[src/rcs_pkg.sv]
// Constants for the radio configuration and status register bank
package rcs_pkg;
  // Register addresses
  localparam logic [4:0] ADDR_AW_SETUP    = 5'h03;
  localparam logic [4:0] ADDR_RETR_SETUP  = 5'h04;
  localparam logic [4:0] ADDR_CHANNEL     = 5'h05;
  localparam logic [4:0] ADDR_RADIO_SETUP = 5'h06;
  localparam logic [4:0] ADDR_FLAGS       = 5'h07;
  localparam logic [4:0] ADDR_TX_OBSERVE  = 5'h08;
  localparam logic [4:0] ADDR_POWER_DET   = 5'h09;
  localparam logic [4:0] ADDR_PIPE0       = 5'h0A;
  localparam logic [4:0] ADDR_PIPE1       = 5'h0B;
  localparam logic [4:0] ADDR_PIPE2       = 5'h0C;
  localparam logic [4:0] ADDR_PIPE3       = 5'h0D;
  // Command byte: opcode in bits 7:5, address in bits 4:0
  localparam logic [2:0] CMD_READ         = 3'h0;
  localparam logic [2:0] CMD_WRITE        = 3'h1;
  // Field positions
  localparam int RETRY_DELAY_LSB  = 4;
  localparam int CARRIER_BIT      = 7;
  localparam int LOW_RATE_BIT     = 5;
  localparam int PLL_FORCE_BIT    = 4;
  localparam int HIGH_RATE_BIT    = 3;
  localparam int TX_POWER_LSB     = 1;
  localparam int RX_READY_BIT     = 6;
  localparam int TX_SENT_BIT      = 5;
  localparam int RETRY_LIMIT_BIT  = 4;
  localparam int PIPE_NUM_LSB     = 1;
  localparam int LOST_CNT_LSB     = 4;
  localparam int ADDR_BYTES_MAX   = 5;
  // Reset values
  localparam logic [1:0]  AW_RST          = 2'h3;
  localparam logic [3:0]  RETRY_DELAY_RST = 4'h0;
  localparam logic [3:0]  RETRY_COUNT_RST = 4'h3;
  localparam logic [6:0]  CHANNEL_RST     = 7'h02;
  localparam logic        HIGH_RATE_RST   = 1'b1;
  localparam logic [1:0]  TX_POWER_RST    = 2'h3;
  localparam logic [2:0]  PIPE_NUM_RST    = 3'h7;
  localparam logic [39:0] PIPE0_RST       = 40'hE7E7E7E7E7;
  localparam logic [39:0] PIPE1_RST       = 40'hC2C2C2C2C2;
  localparam logic [7:0]  PIPE2_RST       = 8'hC3;
  localparam logic [7:0]  PIPE3_RST       = 8'hC4;
  // Address width codes
  localparam logic [1:0]  AW_3_BYTES      = 2'h1;
  localparam logic [1:0]  AW_4_BYTES      = 2'h2;
  // Data rate codes on the output
  localparam logic [1:0]  RATE_1M         = 2'h0;
  localparam logic [1:0]  RATE_2M         = 2'h1;
  localparam logic [1:0]  RATE_250K       = 2'h2;
  localparam logic [3:0]  COUNT_MAX       = 4'hF;
  // Retransmit delay step
  localparam int CLK_MHZ                  = 100;
  localparam int RETRY_STEP_US            = 250;
  localparam int RETRY_STEP_CYCLES        = RETRY_STEP_US * CLK_MHZ;
endpackage

[src/rcs_regs.sv]
// Radio configuration and status register bank behind an internal SPI slave
`timescale 1ns/1ps
module rcs_regs #(
  parameter int RETRY_STEP_CYCLES = rcs_pkg::RETRY_STEP_CYCLES
) (
  // Clock and reset
  input  wire logic        REF_CLK,
  input  wire logic        RST_B,
  // Serial port from the controller
  input  wire logic        SCK,
  input  wire logic        CSN_B,
  input  wire logic        MOSI,
  output logic             MISO,
  // Radio events and state
  input  wire logic        RX_READY_PULSE,
  input  wire logic [2:0]  RX_PIPE_NUM,
  input  wire logic        TX_SENT_PULSE,
  input  wire logic        ACK_RECEIVED_PULSE,
  input  wire logic        AUTO_ACK_ON,
  input  wire logic        RETRY_LIMIT_PULSE,
  input  wire logic        TX_FIFO_FULL,
  input  wire logic        LOST_PACKET_PULSE,
  input  wire logic        RETRANSMIT_PULSE,
  input  wire logic        NEW_PACKET_PULSE,
  input  wire logic        TX_END_PULSE,
  input  wire logic        RX_POWER_DETECT,
  // Interrupt masks
  input  wire logic        MASK_RX_READY,
  input  wire logic        MASK_TX_SENT,
  input  wire logic        MASK_RETRY_LIMIT,
  // Configuration to the radio
  output logic [1:0]       ADDR_WIDTH_FIELD,
  output logic [3:0]       RETRY_COUNT_FIELD,
  output logic             RETRY_GO,
  output logic [6:0]       CHANNEL,
  output logic             CARRIER_ONLY_ENABLE,
  output logic             PLL_LOCK_FORCE,
  output logic [1:0]       DATA_RATE,
  output logic [1:0]       TX_POWER_FIELD,
  output logic             COMM_HOLD,
  output logic             RADIO_IRQ,
  output logic [39:0]      PIPE0_ADDR,
  output logic [39:0]      PIPE1_ADDR,
  output logic [39:0]      PIPE2_ADDR,
  output logic [39:0]      PIPE3_ADDR
);

  typedef enum logic [1:0] {PH_IDLE, PH_CMD, PH_DATA} rcs_phase_t;

  typedef struct packed {
    logic        sck_s1;
    logic        sck_s2;
    logic        sck_s3;
    logic        csn_s1;
    logic        csn_s2;
    logic        csn_s3;
    logic        mosi_s1;
    logic        mosi_s2;
    rcs_phase_t  phase;
    logic [2:0]  bit_cnt;
    logic [2:0]  byte_idx;
    logic [7:0]  cmd;
    logic [7:0]  shin;
    logic [7:0]  shout;
    logic        miso;
    logic [1:0]  aw;
    logic [3:0]  retry_delay_field;
    logic [3:0]  retry_count_field;
    logic [6:0]  ch;
    logic        cw;
    logic        lowr;
    logic        highr;
    logic        pll;
    logic [1:0]  pwr;
    logic        rxdr;
    logic        txds;
    logic        maxrt;
    logic [2:0]  pipe_no;
    logic        txfull;
    logic [3:0]  plos;
    logic [3:0]  arcc;
    logic        power_detect;
    logic [39:0] a0;
    logic [39:0] a1;
    logic [7:0]  a2;
    logic [7:0]  a3;
    logic [39:0] eff0;
    logic [39:0] eff1;
    logic [39:0] eff2;
    logic [39:0] eff3;
    logic        irq;
    logic [1:0]  rate;
    logic [19:0] retry_cnt;
    logic        retry_busy;
    logic        retry_go;
  } rcs_state_t;

  rcs_state_t s_q;
  rcs_state_t s_d;

  function automatic logic [7:0] status_byte(input rcs_state_t s);
    status_byte = {1'b0, s.rxdr, s.txds, s.maxrt, s.pipe_no, s.txfull};
  endfunction

  // Keep only the configured low bytes of an address
  function automatic logic [39:0] trim_addr(input logic [39:0] a, input logic [1:0] aw);
    unique case (aw)
      rcs_pkg::AW_3_BYTES: trim_addr = {16'h0000, a[23:0]};
      rcs_pkg::AW_4_BYTES: trim_addr = {8'h00, a[31:0]};
      default:             trim_addr = a;
    endcase
  endfunction

  // Low-rate bit wins, so the reserved code 11 reads as 250k
  function automatic logic [1:0] rate_code(input logic lowr, input logic highr);
    rate_code = lowr ? rcs_pkg::RATE_250K : (highr ? rcs_pkg::RATE_2M : rcs_pkg::RATE_1M);
  endfunction

  // Read data for one byte of a register; unmapped reads as zero
  function automatic logic [7:0] rd_byte(input rcs_state_t s, input logic [4:0] addr, input logic [2:0] idx);
    rd_byte = 8'h00;
    unique case (addr)
      rcs_pkg::ADDR_AW_SETUP:    rd_byte = {6'h00, s.aw};
      rcs_pkg::ADDR_RETR_SETUP:  rd_byte = {s.retry_delay_field, s.retry_count_field};
      rcs_pkg::ADDR_CHANNEL:     rd_byte = {1'b0, s.ch};
      rcs_pkg::ADDR_RADIO_SETUP: rd_byte = {s.cw, 1'b0, s.lowr, s.pll, s.highr, s.pwr, 1'b0};
      rcs_pkg::ADDR_FLAGS:       rd_byte = status_byte(s);
      rcs_pkg::ADDR_TX_OBSERVE:  rd_byte = {s.plos, s.arcc};
      rcs_pkg::ADDR_POWER_DET:   rd_byte = {7'h00, s.power_detect};
      rcs_pkg::ADDR_PIPE0:       rd_byte = (idx < 3'(rcs_pkg::ADDR_BYTES_MAX)) ? s.a0[{idx, 3'b000} +: 8] : 8'h00;
      rcs_pkg::ADDR_PIPE1:       rd_byte = (idx < 3'(rcs_pkg::ADDR_BYTES_MAX)) ? s.a1[{idx, 3'b000} +: 8] : 8'h00;
      rcs_pkg::ADDR_PIPE2:       rd_byte = s.a2;
      rcs_pkg::ADDR_PIPE3:       rd_byte = s.a3;
      default:                   rd_byte = 8'h00;
    endcase
  endfunction

  logic       sck_rise;
  logic       sck_fall;
  logic       csn_fall;
  logic       wr_pulse;
  logic       ch_wr;
  logic [7:0] wr_byte;
  logic [2:0] wr_idx;
  logic [7:0] byte_v;
  logic [7:0] clr;
  logic       tx_set;
  logic [7:0] stat_v;

  always_comb begin
    s_d = s_q;
    wr_pulse = 1'b0;
    ch_wr = 1'b0;
    wr_byte = 8'h00;
    wr_idx = 3'h0;
    byte_v = {s_q.shin[6:0], s_q.mosi_s2};
    clr = 8'h00;
    stat_v = status_byte(s_q);
    // Synchronisers; only stage two and three feed logic
    s_d.sck_s1 = SCK;
    s_d.sck_s2 = s_q.sck_s1;
    s_d.sck_s3 = s_q.sck_s2;
    s_d.csn_s1 = CSN_B;
    s_d.csn_s2 = s_q.csn_s1;
    s_d.csn_s3 = s_q.csn_s2;
    s_d.mosi_s1 = MOSI;
    s_d.mosi_s2 = s_q.mosi_s1;
    sck_rise = s_q.sck_s2 & ~s_q.sck_s3;
    sck_fall = ~s_q.sck_s2 & s_q.sck_s3;
    csn_fall = ~s_q.csn_s2 & s_q.csn_s3;
    // Serial frame: mode 0, sample on rise, shift on fall
    if (s_q.csn_s2) begin
      s_d.phase = PH_IDLE;
    end else if (csn_fall) begin
      s_d.phase = PH_CMD;
      s_d.bit_cnt = 3'h0;
      s_d.byte_idx = 3'h0;
      s_d.miso = stat_v[7];
      s_d.shout = {stat_v[6:0], 1'b0};
    end else if (sck_rise) begin
      s_d.shin = byte_v;
      s_d.bit_cnt = s_q.bit_cnt + 3'h1;
      if (s_q.bit_cnt == 3'h7) begin
        if (s_q.phase == PH_CMD) begin
          s_d.cmd = byte_v;
          s_d.phase = PH_DATA;
          s_d.shout = (byte_v[7:5] == rcs_pkg::CMD_READ) ? rd_byte(s_q, byte_v[4:0], 3'h0) : 8'h00;
        end else if (s_q.phase == PH_DATA) begin
          // Unknown opcodes are ignored; byte index sticks at 7
          wr_pulse = (s_q.cmd[7:5] == rcs_pkg::CMD_WRITE);
          wr_byte = byte_v;
          wr_idx = s_q.byte_idx;
          if (s_q.byte_idx != 3'h7) begin
            s_d.byte_idx = s_q.byte_idx + 3'h1;
          end
          s_d.shout = (s_q.cmd[7:5] == rcs_pkg::CMD_READ) ? rd_byte(s_q, s_q.cmd[4:0], s_d.byte_idx) : 8'h00;
        end
      end
    end else if (sck_fall) begin
      s_d.miso = s_q.shout[7];
      s_d.shout = {s_q.shout[6:0], 1'b0};
    end
    // Register writes; read-only registers have no case
    if (wr_pulse) begin
      unique case (s_q.cmd[4:0])
        rcs_pkg::ADDR_AW_SETUP: s_d.aw = wr_byte[1:0];
        rcs_pkg::ADDR_RETR_SETUP: begin
          s_d.retry_delay_field = wr_byte[rcs_pkg::RETRY_DELAY_LSB +: 4];
          s_d.retry_count_field = wr_byte[3:0];
        end
        rcs_pkg::ADDR_CHANNEL: begin
          s_d.ch = wr_byte[6:0];
          ch_wr = 1'b1;
        end
        rcs_pkg::ADDR_RADIO_SETUP: begin
          s_d.cw = wr_byte[rcs_pkg::CARRIER_BIT];
          s_d.lowr = wr_byte[rcs_pkg::LOW_RATE_BIT];
          s_d.pll = wr_byte[rcs_pkg::PLL_FORCE_BIT];
          s_d.highr = wr_byte[rcs_pkg::HIGH_RATE_BIT];
          s_d.pwr = wr_byte[rcs_pkg::TX_POWER_LSB +: 2];
        end
        rcs_pkg::ADDR_FLAGS: clr = wr_byte;
        rcs_pkg::ADDR_PIPE0: begin
          if (wr_idx < 3'(rcs_pkg::ADDR_BYTES_MAX)) begin
            s_d.a0[{wr_idx, 3'b000} +: 8] = wr_byte;
          end
        end
        rcs_pkg::ADDR_PIPE1: begin
          if (wr_idx < 3'(rcs_pkg::ADDR_BYTES_MAX)) begin
            s_d.a1[{wr_idx, 3'b000} +: 8] = wr_byte;
          end
        end
        rcs_pkg::ADDR_PIPE2: s_d.a2 = wr_byte;
        rcs_pkg::ADDR_PIPE3: s_d.a3 = wr_byte;
        default: ;
      endcase
    end
    // Flags: a set in the same cycle as a clear wins
    tx_set = AUTO_ACK_ON ? ACK_RECEIVED_PULSE : TX_SENT_PULSE;
    s_d.rxdr = RX_READY_PULSE | (s_q.rxdr & ~clr[rcs_pkg::RX_READY_BIT]);
    s_d.txds = tx_set | (s_q.txds & ~clr[rcs_pkg::TX_SENT_BIT]);
    s_d.maxrt = RETRY_LIMIT_PULSE | (s_q.maxrt & ~clr[rcs_pkg::RETRY_LIMIT_BIT]);
    s_d.pipe_no = RX_PIPE_NUM;
    s_d.txfull = TX_FIFO_FULL;
    s_d.power_detect = RX_POWER_DETECT;
    s_d.irq = (s_d.rxdr & ~MASK_RX_READY) | (s_d.txds & ~MASK_TX_SENT) | (s_d.maxrt & ~MASK_RETRY_LIMIT);
    // Counters; a channel write beats a lost packet in the same cycle
    if (ch_wr) begin
      s_d.plos = 4'h0;
    end else if (LOST_PACKET_PULSE && s_q.plos != rcs_pkg::COUNT_MAX) begin
      s_d.plos = s_q.plos + 4'h1;
    end
    if (NEW_PACKET_PULSE) begin
      s_d.arcc = 4'h0;
    end else if (RETRANSMIT_PULSE && s_q.arcc != rcs_pkg::COUNT_MAX) begin
      s_d.arcc = s_q.arcc + 4'h1;
    end
    // Retransmit wait timer from end of transmission
    s_d.retry_go = 1'b0;
    if (TX_END_PULSE) begin
      s_d.retry_cnt = 20'((32'(s_q.retry_delay_field) + 32'd1) * RETRY_STEP_CYCLES - 32'd1);
      s_d.retry_busy = 1'b1;
    end else if (s_q.retry_busy) begin
      if (s_q.retry_cnt == 20'h00000) begin
        s_d.retry_go = 1'b1;
        s_d.retry_busy = 1'b0;
      end else begin
        s_d.retry_cnt = s_q.retry_cnt - 20'h00001;
      end
    end
    // Registered views for the radio
    s_d.rate = rate_code(s_d.lowr, s_d.highr);
    s_d.eff0 = trim_addr(s_d.a0, s_d.aw);
    s_d.eff1 = trim_addr(s_d.a1, s_d.aw);
    s_d.eff2 = trim_addr({s_d.a1[39:8], s_d.a2}, s_d.aw);
    s_d.eff3 = trim_addr({s_d.a1[39:8], s_d.a3}, s_d.aw);
  end

  always_ff @(posedge REF_CLK or negedge RST_B) begin
    if (!RST_B) begin
      s_q <= '0;
      s_q.csn_s1 <= 1'b1;
      s_q.csn_s2 <= 1'b1;
      s_q.csn_s3 <= 1'b1;
      s_q.aw <= rcs_pkg::AW_RST;
      s_q.retry_delay_field <= rcs_pkg::RETRY_DELAY_RST;
      s_q.retry_count_field <= rcs_pkg::RETRY_COUNT_RST;
      s_q.ch <= rcs_pkg::CHANNEL_RST;
      s_q.highr <= rcs_pkg::HIGH_RATE_RST;
      s_q.pwr <= rcs_pkg::TX_POWER_RST;
      s_q.pipe_no <= rcs_pkg::PIPE_NUM_RST;
      s_q.a0 <= rcs_pkg::PIPE0_RST;
      s_q.a1 <= rcs_pkg::PIPE1_RST;
      s_q.a2 <= rcs_pkg::PIPE2_RST;
      s_q.a3 <= rcs_pkg::PIPE3_RST;
      s_q.eff0 <= rcs_pkg::PIPE0_RST;
      s_q.eff1 <= rcs_pkg::PIPE1_RST;
      s_q.eff2 <= {rcs_pkg::PIPE1_RST[39:8], rcs_pkg::PIPE2_RST};
      s_q.eff3 <= {rcs_pkg::PIPE1_RST[39:8], rcs_pkg::PIPE3_RST};
      s_q.rate <= rcs_pkg::RATE_2M;
    end else begin
      s_q <= s_d;
    end
  end

  assign MISO                = s_q.miso;
  assign ADDR_WIDTH_FIELD    = s_q.aw;
  assign RETRY_COUNT_FIELD   = s_q.retry_count_field;
  assign RETRY_GO            = s_q.retry_go;
  assign CHANNEL             = s_q.ch;
  assign CARRIER_ONLY_ENABLE = s_q.cw;
  assign PLL_LOCK_FORCE      = s_q.pll;
  assign DATA_RATE           = s_q.rate;
  assign TX_POWER_FIELD      = s_q.pwr;
  assign COMM_HOLD           = s_q.maxrt;
  assign RADIO_IRQ           = s_q.irq;
  assign PIPE0_ADDR          = s_q.eff0;
  assign PIPE1_ADDR          = s_q.eff1;
  assign PIPE2_ADDR          = s_q.eff2;
  assign PIPE3_ADDR          = s_q.eff3;
endmodule // rcs_regs

[config.mk]
export PLATFORM = sky130hd
export DESIGN_NAME = rcs_regs
export DESIGN_NICKNAME = d
export VERILOG_FILES = /design/src/rcs_pkg.sv /design/src/rcs_regs.sv
export SDC_FILE = /design/constraint.sdc
export NUM_CORES = 1
export LEC_CHECK = 0
export BUFFER_PORTS_ARGS = -buffer_cell sky130_fd_sc_hd__buf_4
export CAP_MARGIN = 20
export CORE_MARGIN = 5
export CORE_UTILIZATION = 42
export CTS_BUF_LIST = sky130_fd_sc_hd__clkbuf_8
export CTS_CLUSTER_DIAMETER = 40
export CTS_CLUSTER_SIZE = 14
export DETAILED_ROUTE_END_ITERATION = 8
export PLACE_DENSITY = 0.64
export SLEW_MARGIN = 10
export SYNTH_ARGS = -nofsm -noshare
export SYNTH_HDL_FRONTEND = slang
export SYNTH_SLANG_ARGS = --single-unit
[constraint.sdc]
create_clock -name REF_CLK -period 4.55 [get_ports REF_CLK]
set_input_delay 0 -clock REF_CLK [delete_from_list [all_inputs] [get_ports REF_CLK]]
set_output_delay 0 -clock REF_CLK [all_outputs]
set_load 0.05 [all_outputs]
# == Word level (Yosys, flattened, before mapping) ==
# Cells that the tools add are included.
# Widths: inputs -> output; s select.
# word_totals
word_cells,228
out_inout_bits,183
in_bits,22
ff_bits,361
# op_classes
n_bitwise,24
magnitude_cmp,2
reduce_logical,27
multipliers,1
muxes,81
shifts,4
n_addsub,8
n_eq_ne,36
# ops
operator,count
$pmux 40 s2,4
$pmux 8 s11,2
$mux 40,4
$mux 8,19
$mux 96,1
$bwmux 40,2
$shiftx 40x7->8,2
$eq 5x4->1 const B,12
$mux 3,15
$eq 5x3->1 const B,8
$shift 8x8->40 const A,1
$shiftx 8x8->40,1
$sub 20x1->20 const B,2
$mux 24,1
$mux 23,1
$mux 22,1
$mux 21,1
$mux 7,3
$logic_not 20->1,1
$mux 20,1
$mux 9,2
$mul 5x12->17 const B,1
$mux 4,4
$reduce_bool 2->1,7
other kinds (30),87

# == Depth between registers and ports, before layout ==
# logic_depth
ltp_word,17
ltp_mapped,17
depth_no_buf,14

# == Worst setup path before layout ==
# No wires, ideal clock.
# synth_timing
path_kind,register -> register
from,reg s_q[316] (netlist name)
to,reg s_q[21] (netlist name)
path_slack_ns,0.492
stages_incl_launch_ff,16
synth_period_minus_slack_ns,4.058
t_arrival_ns,3.927
n_path_buf,2
required_time_ns,4.418
setup_ns,0.132
path_cell_list,dfrtp_1 > clkbuf_1 > nand3_1 > xnor2_1 > ha_1 > ha_1 > ha_1 > ha_1 > buf_2 > and2_1 > o2111ai_1 > and4_1 > or3_4 > a211oi_4 > a31oi_1 > or3b_1
# synth_between
elab_chain_len,4
# synth_rtl
element,line_no,source
"start, declared",rcs_regs.sv:98,rcs_state_t s_q;
$add 4x1->5,rcs_regs.sv:261,s_d.retry_cnt = 20'((32'(s_q.retry_delay_field) + 32'd1) * RETRY_STEP_CYCLES - 32'd1);
$mul 5x12->17,rcs_regs.sv:261,
$sub 20x1->20,rcs_regs.sv:261,
$mux 21,rcs_regs.sv:260,if (TX_END_PULSE) begin
# No other way between the ends.
# A chain may end at the register's enable or synchronous reset.

# == Worst setup path after layout ==
# layout_timing
from,reg s_q[315] (netlist name)
to,reg s_q[21] (netlist name)
# Same word-level chain as after synthesis.

==> reports/summary.txt <==
crit path DAT - 4.73 ns
Die Area - 37400 um^2
Antenna Nets Post-Route - 0
Leak - 7.16 nW
status - complete, no violations
clk buf depth - 3
top-area cell type share of the netlist area - 0.259
area leader, netlist - dfrtp_1
pins over their slew limit - 0
total wire length - 43.3 mm
reg2reg path depth - 14
global route total overflow - 0
Seq cells post-synth - 231
Max-cap violations - 0
Mapped Nets - 1503
crit share post-route - 0.946
CP Max Fanout - 7
TNS Setup - 0 ns
ratio of cells with drive above 1 in the final layout - 0.330
Initial DRT Pass Iterations - 7
filler cell count - 3190
Seq/Total Area, Yosys - 0.417
clock sink count - 231
placed cell area - 14900 um^2
Multi-input gate area - 6460 um^2
unrepaired setup endpoints after global routing - no
worst setup path category - register to register
Die W - 193 um
HPWL Detailed - 32.7 mm
most frequent CP cell - ha_1
Setup Skew - 0.0271 ns
design area - 15900 um^2
synth unique cells - 97
Critical Path End Type - register
fmax - 232 MHz
final setup violation count - 0
relative slew slack - 0.247
Mapped Cells - 1437
routed len/inst - 22.0 um
data required time of the worst path - 4.98 ns
maximum VDD drop - 0.263 mV
HP Class - input pin to async pin
async set-reset flop share out of synthesis - 1.00
Avg Vias per Cell - 5.58
Post-Syn Area per Cell - 9.83 um^2
first-pass GRT wire length - 66.8 mm
post-synthesis cell area - 14100 um^2
H-tree Lvls - 2
Starting DRT DRC Count - 771
antenna cells - 0
R2R Path Start - s_q[315]
crit start category - register
Post-CTS Setup Bufs - 0
vias in the first global route - 11000
minimum clock period - 4.31 ns
Synth area leaders - dfrtp_1 26%, dfstp_2 16%, buf_4 9.4%, mux2_2 4.8%, nand2_1 4.5%
Post-synth EDFFs - 0
Core Box Area - 33400 um^2
Clock Latency Late Sink - 0.55 ns
largest net degree at the start of global routing - 124
storage element area - 5890 um^2
worst slew pin tran - 1.12 ns
cells along the critical path - ha_1 > and3_1 > ha_1 > xor2_1 > ha_1 > ha_1 > ha_1 > a211oi_2 > o21ai_1 > a2111o_1 > a31oi_2 > xnor2_1 > a31oi_1 > or3b_1
PostCTS Resize Cnt - 0
I/O Buffers - 204
pwr/cell area - 294 nW/um^2
clock-pin slew on the worst setup and hold paths - 0.08 ns
total number of yosys warnings - 0
CTS Hold Buffers Added - 20
DR DRC count - 0
FP Rows - 67
Placer Congestion - 1.01
I/O pin count - 205
All-Layer GR Usage - 0.225
initial antenna violation count - 0
CP peak stage delay - 0.46 ns
total CTS buffers - 35
Most used DFF post-synth - dfrtp_1
die height - 193 um
Root Driver - clkbuf_8
Initial Utilization - 0.423
Worst R2R End - s_q[21]
via count - 11000
area delta synth->final - 12.9%
Hold Vio Cnt, Final - 0
slowest CP cell - dfrtp_1
TritonCTS clock tree - yes
Net count, final - 1561
flop-to-flop setup slack - 0.24 ns
==> flip-flops by register name, indices dropped and copies added, names as in the netlist, 4 cells and up <==
name               cells
RETRY_COUNT_FIELD      4
s_d                    5
PIPE1_ADDR             9
PIPE2_ADDR             8
s_q                  100
PIPE3_ADDR            39
PIPE0_ADDR            40
CHANNEL                7
byte_v                 8
==> cells in the final DEF (no fill, tap or decap), types with 38 or more instances in the layout <==
cell | synthesis | routed
a21oi_1 | 38 | 38
buf_4 | 177 | 246
clkbuf_8 | 0 | 39
dfrtp_1 | 146 | 146
dfstp_2 | 85 | 85
ha_1 | 43 | 43
mux2_2 | 60 | 60
nand2_1 | 169 | 169
nand3_1 | 39 | 39
nor2_1 | 58 | 58
o21ai_0 | 110 | 110
==> worst max-delay path by stage <==
| stage | startpoint | to | slack (ns) | cells after the start |
|---|---|---|---|---|
| CTS | s_q[315] | s_q[21] | 0.26 | 13 |
| global route | s_q[315] | s_q[21] | 0.009 | 14 |
| finish | s_q[315] | s_q[21] | 0.24 | 14 |
| detailed placement | s_q[315] | s_q[21] | 0.27 | 13 |
| floorplan | s_q[316] | s_q[21] | 0.49 | 15 |
| global placement | s_q[315] | s_q[21] | 0.33 | 13 |
==> critical path: cells and delay by family (launching register included) <==
family	cells	cell delay, ns
fa+ha+maj	5	1.43
simple gates	2	0.60
xor+xnor	2	0.42
compound gates	5	1.26
flops	1	0.46
==> power by group <==
group          internal [mW]  total, mW  switching (mW)
logic                  0.154      0.382           0.228
clock network           1.12       2.04           0.924
registers               2.13       2.27           0.140
total                   3.40       4.69            1.29
==> layer usage <==
metal / vias up / global-route usage / wire (um)
li1: 5055 / - / -
met1: 5407 / 0.314 / 19300
met4: 0 / 0.0789 / 1500
met2: 435 / 0.347 / 19400
met3: 93 / 0.0506 / 3100
met5: - / 0 / 0
==> cell usage after synthesis (10+ instances only) <==
master and instances:
nor2_1 58, o21ai_0 110, dfstp_2 85, ha_1 43, xor2_1 15, mux2_2 60, buf_2 16, nor2b_1 28
clkbuf_1 48, a22oi_1 24, inv_1 30, a21oi_1 38, dfrtp_1 146, and2_1 34, nor3_1 26, mux4_2 14
and3_1 21, nand3_1 39, nand4_1 10, buf_4 177, nand2_1 169, a221oi_1 14, xnor2_1 26, a22o_1 20
==> area by class of cell <==
class	count	area share
Clock buffer	39	0.0337
Multi-Input combinational cell	927	0.405
Clock inverter	24	0.0186
Inverter	31	0.00730
Timing Repair Buffer	269	0.131
Sequential cell	231	0.369
Tap cell	448	0.0351
==> stage by stage <==
stage               worst slack, ns  std cells  power [mW]  hold slack (ns)  utilization
finish                        0.244       1969        4.69           0.0692        0.478
global route                0.00930       1969        4.87           0.0830        0.478
CTS                           0.262       1968        4.72           0.0617        0.478
detailed placement            0.271       1885        2.66            0.100        0.447
global placement              0.332       1885        2.65           0.0972        0.447
floorplan                     0.492       1437        2.48           -0.296            -
==> cells by family after synthesis <==
logic type / Yosys count / synth area share
AND/OR/NAND/NOR: 463 / 0.170
AO/OA/AOI/OAI: 290 / 0.138
buffers and inverters: 279 / 0.125
flip-flops: 231 / 0.417
multiplexers: 86 / 0.0813
adder cells (fa/ha/maj): 44 / 0.0395
XOR/XNOR: 43 / 0.0282
other: 1 / 0.000266
No activity file was read; power rests on OpenSTA's default activity.
